$ cat config.mk
export PLATFORM = sky130hd
export DESIGN_NAME = sfc_config_control
export DESIGN_NICKNAME = d
export VERILOG_FILES = /design/src/rtl/sfc_pkg.sv /design/src/rtl/sfc_config_control.sv /design/src/rtl/sfc_skid_buffer.sv
export SDC_FILE = /design/constraint.sdc
export NUM_CORES = 1
export LEC_CHECK = 0
export BUFFER_PORTS_ARGS = -buffer_cell sky130_fd_sc_hd__buf_2
export CAP_MARGIN = 10
export CORE_ASPECT_RATIO = 0.75
export CORE_MARGIN = 1
export CORE_UTILIZATION = 49
export DETAILED_ROUTE_END_ITERATION = 12
export GPL_TIMING_DRIVEN = 0
export PLACE_DENSITY = 0.82
export SYNTH_ARGS = -nofsm -noshare
export SYNTH_HDL_FRONTEND = slang
export SYNTH_SLANG_ARGS = --single-unit
$ cat constraint.sdc
create_clock -name ref_clk -period 6.14 [get_ports ref_clk]
set_clock_uncertainty 0.05 [all_clocks]
set_input_delay 1.842 -clock ref_clk [delete_from_list [all_inputs] [get_ports ref_clk]]
set_output_delay 1.842 -clock ref_clk [all_outputs]
set_load 0.005 [all_outputs]
$ cat src/rtl/sfc_pkg.sv
// Shared types and constants for the configuration control block.
// Assumes one 40 MHz clock domain and an active-low asynchronous reset.
package sfc_pkg;

	// ----------------------------------------------------------------
	// Timing
	// ----------------------------------------------------------------
	localparam int CLK_PERIOD_NS = 25;
	localparam int INIT_TIME_NS = 1000;
	localparam int INIT_CYCLES = (INIT_TIME_NS + CLK_PERIOD_NS - 1) / CLK_PERIOD_NS;
	localparam int LOAD_LIMIT_MS = 100;
	// Cycles per millisecond first, so no intermediate product overflows an int
	localparam int LOAD_LIMIT_CYCLES = LOAD_LIMIT_MS * (1000000 / CLK_PERIOD_NS);

	// ----------------------------------------------------------------
	// Image and chain sizes
	// ----------------------------------------------------------------
	localparam int IMAGE_BYTES = 4096;
	localparam int PLL_CHAIN_BITS = 36;

	// ----------------------------------------------------------------
	// Identification word layout, msb leftmost
	// ----------------------------------------------------------------
	localparam int ID_VER_W = 4;
	localparam int ID_PART_W = 16;
	localparam int ID_MAKER_W = 11;
	localparam logic ID_LSB = 1'h1;
	// Arbitrary neutral identity values
	localparam logic [ID_VER_W-1:0] ID_VER_DEF = 4'h1;
	localparam logic [ID_PART_W-1:0] ID_PART_DEF = 16'h1234;
	localparam logic [ID_MAKER_W-1:0] ID_MAKER_DEF = 11'h055;

	// ----------------------------------------------------------------
	// Load schemes
	// ----------------------------------------------------------------
	typedef enum logic [2:0] {
		SFC_SCHEME_CFG_MEMORY,
		SFC_SCHEME_PASSIVE_SERIAL,
		SFC_SCHEME_PARALLEL_ASYNC,
		SFC_SCHEME_FAST_PARALLEL,
		SFC_SCHEME_BOUNDARY_SCAN
	} sfc_scheme_t;

	typedef enum logic [2:0] {
		SFC_ST_WAIT_CHAIN,
		SFC_ST_LOAD,
		SFC_ST_INIT,
		SFC_ST_USER,
		SFC_ST_ERROR
	} sfc_state_t;

	// One configuration byte on its way to the loader
	typedef struct packed {
		logic [7:0] data;
		logic last;
	} sfc_beat_t;

	// Status seen outside
	typedef struct packed {
		logic commandMode;
		logic userMode;
		logic loadDone;
		logic loadError;
		logic slowLoad;
	} sfc_status_t;

endpackage : sfc_pkg

$ cat src/rtl/sfc_config_control.sv
// Configuration loading, initialization and user-mode control.
// Assumes all inputs but the asynchronous rst_b synchronous to ref_clk; pads resolve pull-ups and
// high impedance from the enables driven here.
`timescale 1ns/10ps

// Overview of operation
// - Logic stays off after power-up until a complete configuration load finishes.
// - After loading, initialize: hold core registers in reset, then enable I/O and run in the same cycle.
// - I/O pins stay high impedance through power-up and configuration load.
// - Weak pull-up is enabled on user I/O before and during configuration.
// - Command state covers load and initialization; user state follows only afterwards.
// - Asserting the reconfigure pin returns to command state, reloads, reinitializes, resumes.
// - Configuration data accepted through any of five load schemes.
// - Chain enable in gates loading; chain enable out passes ownership onward.
// - Byte-wide load at 40 MHz completes well under 100 ms.
// - Host may load serially or in parallel, clocked or by handshake.
// - Host writes configuration bytes to one virtual memory location.
// - PLL counter settings reload through a serial chain from logic or pins.
// - PLL chain reload leaves all other logic running normally.
// - Identification word is version, part number, maker field and a one bit.
// - Identification word least significant bit always reads one.
module sfc_config_control
	import sfc_pkg::*;
#(
	parameter int IMAGE_LEN = IMAGE_BYTES,
	parameter int LOAD_LIMIT = LOAD_LIMIT_CYCLES,
	parameter int PLL_BITS = PLL_CHAIN_BITS,
	parameter logic [ID_VER_W-1:0] ID_VERSION = ID_VER_DEF,
	parameter logic [ID_PART_W-1:0] ID_PART = ID_PART_DEF,
	parameter logic [ID_MAKER_W-1:0] ID_MAKER = ID_MAKER_DEF
) (
	input wire logic ref_clk,
	input wire logic rst_b,
	input wire logic reconfig_n,
	input wire logic chain_enable_in_n,
	output logic chain_enable_out_n,
	input sfc_scheme_t scheme,
	input wire logic serialData,
	input wire logic serialStrobe,
	input wire logic [7:0] parallelData,
	input wire logic parallelStrobe,
	input wire logic hostWrite_n,
	input wire logic hostChipSel_n,
	input wire logic [7:0] hostData,
	output logic hostReady,
	input wire logic scanLoadBit,
	input wire logic scanLoadStrobe,
	output logic ioOutEnable,
	output logic ioPullUpEnable,
	output logic coreReset_n,
	output logic coreRun,
	output logic [ID_VER_W+ID_PART_W+ID_MAKER_W:0] identification_word,
	output sfc_status_t status,
	input wire logic pllChainSel,
	input wire logic pllShiftLogic,
	input wire logic pllDataLogic,
	input wire logic pllShiftPin,
	input wire logic pllDataPin,
	input wire logic pllUpdate,
	output logic [PLL_BITS-1:0] pllSettings,
	output logic pllBusy
);

	localparam int IMG_W = $clog2(IMAGE_LEN + 1);
	localparam int LIM_W = $clog2(LOAD_LIMIT + 1);
	localparam int INIT_W = $clog2(INIT_CYCLES + 1);

	typedef struct packed {
		sfc_state_t state;
		logic [IMG_W-1:0] byteCount;
		logic [IMG_W-1:0] pushCount;
		logic [LIM_W-1:0] loadTimer;
		logic [INIT_W-1:0] initTimer;
		logic [7:0] shiftByte;
		logic [2:0] bitCount;
		logic hostWrPrev;
		logic reconfigPrev;
		logic slowLoad;
		logic [PLL_BITS-1:0] pllShift;
		logic [PLL_BITS-1:0] pllActive;
		logic pllShifting;
	} sfc_ctl_state_t;

	sfc_ctl_state_t st_q, st_d;
	sfc_beat_t srcBeat, sinkBeat;
	logic srcValid, srcReady, sinkValid, sinkReady;
	logic inLoad, flushBuf;
	logic pllShift, pllBit;

	// ----------------------------------------------------------------
	// Source selection per load scheme
	// ----------------------------------------------------------------
	// Serial schemes assemble bytes msb first; parallel ones pass bytes.
	always_comb begin
		srcValid = 1'b0;
		srcBeat.data = parallelData;
		// Marked from bytes pushed, so back-to-back bytes cannot shift the mark
		srcBeat.last = (st_q.pushCount == IMG_W'(IMAGE_LEN - 1));
		unique case (scheme)
			SFC_SCHEME_CFG_MEMORY, SFC_SCHEME_PASSIVE_SERIAL, SFC_SCHEME_BOUNDARY_SCAN: begin
				srcBeat.data = {st_q.shiftByte[6:0], (scheme == SFC_SCHEME_BOUNDARY_SCAN) ? scanLoadBit : serialData};
				srcValid = ((scheme == SFC_SCHEME_BOUNDARY_SCAN) ? scanLoadStrobe : serialStrobe)
					&& (st_q.bitCount == 3'h7);
			end
			SFC_SCHEME_FAST_PARALLEL: begin
				srcValid = parallelStrobe;
			end
			SFC_SCHEME_PARALLEL_ASYNC: begin
				// Write taken on the first low sample of the write strobe
				srcBeat.data = hostData;
				srcValid = !hostWrite_n && st_q.hostWrPrev && !hostChipSel_n;
			end
			default: begin
				srcValid = 1'b0;
			end
		endcase
		srcValid = srcValid && inLoad;
	end

	assign inLoad = (st_q.state == SFC_ST_LOAD) && !chain_enable_in_n;
	assign flushBuf = (st_q.state != SFC_ST_LOAD);
	assign hostReady = srcReady && inLoad;
	assign sinkReady = inLoad;

	// ----------------------------------------------------------------
	// Buffer between pins and loader
	// ----------------------------------------------------------------
	sfc_skid_buffer #(
		.DEPTH(2)
	) i_sfc_skid_buffer (
		.ref_clk(ref_clk),
		.rst_b(rst_b),
		.inValid(srcValid),
		.inReady(srcReady),
		.inBeat(srcBeat),
		.outValid(sinkValid),
		.outReady(sinkReady),
		.outBeat(sinkBeat),
		.flush(flushBuf)
	);

	// ----------------------------------------------------------------
	// PLL serial chain, independent of mode
	// ----------------------------------------------------------------
	assign pllShift = pllChainSel ? pllShiftPin : pllShiftLogic;
	assign pllBit = pllChainSel ? pllDataPin : pllDataLogic;

	// ----------------------------------------------------------------
	// Main sequencer
	// ----------------------------------------------------------------
	always_comb begin
		st_d = st_q;
		st_d.hostWrPrev = hostWrite_n;
		st_d.reconfigPrev = reconfig_n;
		// Serial bit gather; holds its value outside loading
		if (inLoad && srcReady) begin
			if ((scheme == SFC_SCHEME_BOUNDARY_SCAN && scanLoadStrobe) ||
				(scheme != SFC_SCHEME_BOUNDARY_SCAN && serialStrobe)) begin
				st_d.shiftByte = srcBeat.data;
				st_d.bitCount = st_q.bitCount + 3'h1;
			end
		end
		// Count bytes entering the buffer for the last-byte mark
		if (srcValid && srcReady) begin
			st_d.pushCount = st_q.pushCount + 1'b1;
		end
		// Chain shifts never touch the sequencer, so user logic keeps running
		st_d.pllShifting = pllShift;
		if (pllShift) begin
			st_d.pllShift = {st_q.pllShift[PLL_BITS-2:0], pllBit};
		end
		if (pllUpdate) begin
			st_d.pllActive = st_q.pllShift;
		end
		unique case (st_q.state)
			SFC_ST_WAIT_CHAIN: begin
				// Wait for ownership from the previous chain member
				if (!chain_enable_in_n) begin
					st_d.state = SFC_ST_LOAD;
				end
			end
			SFC_ST_LOAD: begin
				if (inLoad && st_q.loadTimer != LIM_W'(LOAD_LIMIT)) begin
					st_d.loadTimer = st_q.loadTimer + 1'b1;
				end
				if (st_q.loadTimer == LIM_W'(LOAD_LIMIT)) begin
					st_d.slowLoad = 1'b1;
				end
				if (sinkValid && sinkReady) begin
					st_d.byteCount = st_q.byteCount + 1'b1;
					if (sinkBeat.last) begin
						st_d.state = SFC_ST_INIT;
						st_d.initTimer = '0;
					end
				end
				if (chain_enable_in_n && st_q.byteCount != '0) begin
					st_d.state = SFC_ST_ERROR; // Ownership lost mid-load
				end
			end
			SFC_ST_INIT: begin
				st_d.initTimer = st_q.initTimer + 1'b1;
				if (st_q.initTimer == INIT_W'(INIT_CYCLES - 1)) begin
					st_d.state = SFC_ST_USER;
				end
			end
			SFC_ST_USER, SFC_ST_ERROR: begin
			end
			default: begin
				st_d.state = SFC_ST_ERROR;
			end
		endcase
		// Falling edge of reconfigure pin restarts the whole command state
		if (!reconfig_n && st_q.reconfigPrev) begin
			st_d.state = SFC_ST_WAIT_CHAIN;
			st_d.byteCount = '0;
			st_d.pushCount = '0;
			st_d.loadTimer = '0;
			st_d.bitCount = '0;
			st_d.slowLoad = 1'b0;
		end
	end

	always_ff @(posedge ref_clk or negedge rst_b) begin
		if (!rst_b) begin
			st_q <= '0;
			st_q.state <= SFC_ST_WAIT_CHAIN;
			st_q.hostWrPrev <= 1'b1;
			st_q.reconfigPrev <= 1'b1;
		end else begin
			st_q <= st_d;
		end
	end

	// ----------------------------------------------------------------
	// Outputs
	// ----------------------------------------------------------------
	// I/O drive only in user state; pull-ups through whole command state
	assign ioOutEnable = (st_q.state == SFC_ST_USER);
	assign ioPullUpEnable = (st_q.state != SFC_ST_USER);
	assign coreReset_n = (st_q.state == SFC_ST_USER);
	assign coreRun = (st_q.state == SFC_ST_USER);
	// Pass ownership once this device is done loading
	assign chain_enable_out_n = !(st_q.state == SFC_ST_INIT || st_q.state == SFC_ST_USER);
	assign identification_word = {ID_VERSION, ID_PART, ID_MAKER, ID_LSB};
	assign status.commandMode = (st_q.state != SFC_ST_USER);
	assign status.userMode = (st_q.state == SFC_ST_USER);
	assign status.loadDone = (st_q.state == SFC_ST_INIT || st_q.state == SFC_ST_USER);
	assign status.loadError = (st_q.state == SFC_ST_ERROR);
	assign status.slowLoad = st_q.slowLoad;
	assign pllSettings = st_q.pllActive;
	assign pllBusy = st_q.pllShifting;

endmodule : sfc_config_control

$ cat src/rtl/sfc_skid_buffer.sv
// Two-entry valid/ready buffer carrying configuration beats.
// Assumes both sides run on ref_clk; full and empty are exact.
`timescale 1ns/10ps
module sfc_skid_buffer
	import sfc_pkg::*;
#(
	parameter int DEPTH = 2
) (
	input wire logic ref_clk,
	input wire logic rst_b,
	input wire logic inValid,
	output logic inReady,
	input sfc_beat_t inBeat,
	output logic outValid,
	input wire logic outReady,
	output sfc_beat_t outBeat,
	input wire logic flush
);

	localparam int PW = $clog2(DEPTH);

	typedef struct packed {
		logic [PW-1:0] wrPtr;
		logic [PW-1:0] rdPtr;
		logic [PW:0] count;
	} sfc_buf_state_t;

	sfc_beat_t mem_q [DEPTH];
	sfc_buf_state_t st_q, st_d;
	logic push, pop;

	// ----------------------------------------------------------------
	// Handshakes
	// ----------------------------------------------------------------
	assign inReady = (st_q.count != (PW+1)'(DEPTH)) && !flush;
	assign outValid = (st_q.count != '0);
	assign outBeat = mem_q[st_q.rdPtr];
	assign push = inValid && inReady;
	assign pop = outValid && outReady;

	// Pointer and occupancy update; flush drops stale beats on restart
	always_comb begin
		st_d = st_q;
		if (flush) begin
			st_d = '0;
		end else begin
			if (push) begin
				st_d.wrPtr = (st_q.wrPtr == PW'(DEPTH-1)) ? '0 : st_q.wrPtr + 1'b1;
			end
			if (pop) begin
				st_d.rdPtr = (st_q.rdPtr == PW'(DEPTH-1)) ? '0 : st_q.rdPtr + 1'b1;
			end
			st_d.count = st_q.count + (PW+1)'(push) - (PW+1)'(pop);
		end
	end

	always_ff @(posedge ref_clk or negedge rst_b) begin
		if (!rst_b) begin
			st_q <= '0;
		end else begin
			st_q <= st_d;
		end
	end

	// Storage has no reset; contents are only read when counted valid
	always_ff @(posedge ref_clk) begin
		if (push) begin
			mem_q[st_q.wrPtr] <= inBeat;
		end
	end

endmodule : sfc_skid_buffer

Yosys cells after proc, flatten, opt, wreduce, memory -nomap -nowiden
Memories as Yosys holds them, arrays and structs flattened.
Cells that the tools add are included.

storage, ports and cells
  register bits = 147
  bits in writable memories = 18
  input bits = 36
  output and inout port bits = 80
  logic and storage cells = 128
  memories = 1

cells by class
  add/sub/neg operators = 9
  equal/unequal tests = 24
  mux-type cells = 33
  reductions and logical operators = 45

memories
  name                     words  bits a word  read ports  clocked after memory_dff  wr ports  RTL line               source
  i_sfc_skid_buffer.mem_q  2      9            1           0                         1         sfc_skid_buffer.sv:28  sfc_beat_t mem_q [DEPTH];

operators by type and width
  kind                                                   count
  two-way mux 51 bit                                     1
  two-way mux 22 bit                                     2
  adder 13 x 1 -> 13 bit, second input constant          2
  two-way mux 13 bit                                     2
  adder 22 x 1 -> 22 bit, second input constant          1
  == test 22 bit, second input constant                  1
  inequality test 22 bit, second input constant          1
  nonzero test 2 bit                                     11
  two-way mux 3 bit                                      7
  two-way mux 16 bit                                     1
  case mux 8 bit (2 select lines)                        1
  logical AND 1 bit                                      14
  == test 13 x 12 -> 1 bit, second input constant        1
  two-way mux 1 bit                                      13
  nonzero test 13 bit                                    1
  == test 3 x 2 -> 1 bit, second input constant          4
  two-way mux 6 bit                                      2
  case mux 3 bit (4 select lines)                        1
  case mux 6 bit (2 select lines)                        1
  AND reduction 2 bit                                    5
  == test 3 bit, second input constant                   3
  inequality test 3 bit, second input constant           3
  inequality test 4 x 1 -> 1 bit, second input constant  2
  adder 6 x 1 -> 6 bit, second input constant            1
  19 further kinds                                       30

Logic depth before layout (Yosys ltp)
  word-level depth = 9
  depth in mapped cells = 11
  mapped depth without buffers = 9

By module
A second synthesis with hierarchy kept.

unflattened totals
  cell total of the unflattened synthesis = 690
  area, all modules = 7,987.7 sq um

modules (own cells, without submodules)
  module              times used  cells each  area an instance (sq um)  seq. area each (sq um)
  sfc_config_control  1           638         7,101.8                   3,580.9
  sfc_skid_buffer     1           52          885.8                     640.6

Least setup slack after synthesis
No wires, ideal clock.

  path kind = input to output
  from = input chain_enable_in_n
  to = output hostReady
  data arrival time = 2,556 ps
  data required time = 4,248 ps
  setup slack = 1,692 ps
  stages on the path = 3
  buffers on the path = 0
  path through = nor4b_4 > nand2b_1 > inv_1

between the ends
  longest elaborated chain between the ends = 3

RTL lines
  element            RTL line                   source
  from (decl)        sfc_config_control.sv:35   input wire logic chain_enable_in_n,
  logical NOT 1 bit  --
  logical AND 1 bit  sfc_config_control.sv:120  assign inLoad = (st_q.state == SFC_ST_LOAD) && !chain_enable_in_n;
  logical AND 1 bit  sfc_config_control.sv:122  assign hostReady = srcReady && inLoad;
  to (decl)          sfc_config_control.sv:45   output logic hostReady,

Every way passes these cells.

Worst setup path after layout
Same ends and word-level chain as after synthesis.

==> summary.txt <==
Routing
  • Vias: 4946
  • # DRC: 0
  • Mean number of vias per cell: 5.136
  • First DRT Iteration DRCs: 203
  • WL final: 13300 µm
  • Final ANT Viol Nets: 0
  • Avg WL per Cell: 13.81 µm
  • TritonRoute pass-1 iters: 5

CTS
  • # H-tree levels: 4
  • CTS sink cnt: 142
  • Clock-pin slew on the worst setup and hold paths: 60 ps
  • Longest Clk Path Bufs: 2
  • Clock Latency Late Sink: 410 ps
  • Setup Buffers After CTS: 0
  • Hold Buf Count CTS: 0
  • CTS tree: yes
  • Post-cts resize count: 0
  • CTS root buf: clkbuf_16
  • Total CTS buffers: 17

Cells and area
  • Share of post-route cells with drive strength above 1: 33.59%
  • Fill count: 1117
  • Register area: 3566 µm²
  • Area Overhead vs Synth: 17.86%
  • Multi-input gate area: 2942 µm²
  • Fin nets: 801
  • Commonest non-fill, non-tap cells in the layout: dfrtp_1 (138), buf_4 (73), mux2_2 (71), buf_2 (66), nand2_1 (41)
  • Most common cell after layout, fill and taps aside: dfrtp_1
  • N_diodes: 0
  • Finished Layout Cells: 963
  • Fin util: 60.31%

Logic synthesis
  • Synth top area share: 48.43%
  • Largest area contributor in the netlist: dfrtp_1
  • Synth Instances: 641
  • Synth top area cells: dfrtp_1 (48%), mux2_2 (11%), buf_4 (7.7%), mux2i_1 (2.4%), a21oi_1 (2.2%)
  • Avg Inst Size Synth: 11.12 µm²
  • Fraction of registers with async set or reset after synthesis: 98.59%
  • Post-synthesis cell type count: 52
  • Prevailing post-synth register cell: dfrtp_1
  • Synth Register Bits: 142
  • Synth warnings: 0
  • Seq/Total Area, Yosys: 50.01%
  • Post-synth EDFFs: 2
  • Area of the mapped netlist: 7131 µm²

Timing
  • Final hold viol count: 0
  • Final setup vio count: 0
  • Final period util: 82.90%
  • Worst-margin pin slew: 854.7 ps
  • Setup TNS: 0 ps
  • Max Fclk: 0.1965 GHz
  • Fin crit period: 5090 ps
  • Fin worst setup slack: 1050 ps
  • Unrepaired setup endpoints after global routing: no
  • Pins Over Slew Limit: 0
  • Rel. slew slack: 42.58%

Power and ir drop
  • Leakage: 3.957 nW
  • Peak VDD IR: 0.0001732 V
  • Power per Cell Area: 347.5 nW/µm²

Die
  • I/O pin total: 116
  • Initial Utilization: 51.17%
  • Die W: 141.3 µm
  • FP Rows: 37
  • DIE AREA: 15040 µm²
  • Core area: 13930 µm²
  • Die Y: 106.5 µm

Outcome
  • Status: finished clean

Placed design
  • Final GP Congestion: 0.8657
  • Placed cell count: 931
  • Number of port buffers: 64
  • Setup WS pre-CTS: 1109 ps
  • Post-detailed-placement half-perimeter wirelength: 9242 µm

Setup path
  • Crit end category: primary output
  • Cell Chain, Critical Path: buf_2, nor4b_4, nand2b_1, inv_1, buf_2
  • Worst path max stage delay: 670 ps
  • Most frequent CP cell: buf_2
  • Startpoint types: input pin
  • Crit path DAT: 3200 ps
  • Max Fanout on Critical Path: 10
  • Critical Path RT: 4250 ps
  • Crit path kind: in2out
  • Slowest stage cell, crit path: nor4b_4

Global routing
  • Largest net degree at the start of global routing: 74
  • First-pass GRT wire length: 22600 µm
  • Gr ovfl total: 0
  • GRT Util Overall: 18.83%
  • Initial antenna violation count: 0
  • Vias in the first global route: 4688

Hold path
  • HP Class: reg2reg

Job
  • Total of max-cap violations: 0
-- logic make-up after synthesis --
group           count (synthesis)  share of synthesized area (%)
simple gates                  185                          14.90
flops                         142                          50.01
buf+inv                       114                          10.32
mux                            88                          13.60
compound gates                 84                          7.352
xor+xnor                       16                          1.965
fa+ha+maj                      10                          1.755
other cells                     2                         0.1053
-- worst max-delay path, delay by kind of cell --
| kind | cells | cell delay, ps |
|---|---|---|
| AND/OR/NAND/NOR | 2 | 920 |
| buffers and inverters | 3 | 430 |
-- state kept, by name, indices dropped and copies added (netlist names) --
register	flops
pllSettings	36
st_q	98
i_sfc_skid_buffer.st_q	4
pllBusy	1
i_sfc_skid_buffer.mem_q	2
status	1
-- routing by layer --
layer	track usage, %	wire length [µm]	up-vias
met5	0	0	-
met2	29.35	6155	97
li1	-	-	2405
met3	2.748	483	14
met1	26.85	6507	2430
met4	6.599	152	0
-- cell type report --
class,count,area share (%)
flip-flops and latches,142,42.43
multi-input cells,415,35.00
plain buffers,97,7.995
clock buffers,20,5.434
repair buffers,65,4.213
well taps,195,2.903
clock inverters,12,1.265
inverters,17,0.7593
-- power breakdown --
part / total (mW) / internal (mW) / switching, mW
Sequential: 1.29 / 1.15 / 0.144
Clock: 0.973 / 0.581 / 0.391
Combinational: 0.654 / 0.395 / 0.258
Total: 2.92 / 2.13 / 0.794
-- metrics by stage --
step	cell area, µm²	total power [mW]	hold WS, ps
after floorplan	7243	1.734	412.1
after global placement	7807	1.929	434.0
after detailed placement	7841	1.965	446.4
after CTS	8404	2.953	459.6
after global routing	8404	3.085	466.0
final	8404	2.920	454.3
-- worst paths after layout --
kind / from / endpoint / slack, ps / cells after the start
worst max-delay path: chain_enable_in_n / hostReady / 1050 / 5
max in group asynchronous: rst_b / st_q[42]$_DFFE_PN0P_ / 3890 / 2
worst min register to register: pllSettings[33]$_DFFE_PN0P_ / pllSettings[33]$_DFFE_PN0P_ / 450 / 1
worst max register to register: st_q[142]$_DFFE_PN0P_ / i_sfc_skid_buffer.st_q[1]$_DFF_PN0_ / 3330 / 10
min in group asynchronous: rst_b / st_q[122]$_DFFE_PN0P_ / 1380 / 1
worst min-delay path: pllSettings[33]$_DFFE_PN0P_ / pllSettings[33]$_DFFE_PN0P_ / 450 / 1
-- cell usage after synthesis (14+ instances only) --
cell,number
nand3_1,15
or3_1,15
mux2_2,71
buf_4,73
nand2b_1,16
nand4_1,14
nand2_1,41
mux2i_1,17
inv_1,17
dfrtp_1,138
o21ai_0,21
clkbuf_1,15
nor2_1,21
a21oi_1,32
Note: power is estimated with default switching activity, not from simulation.
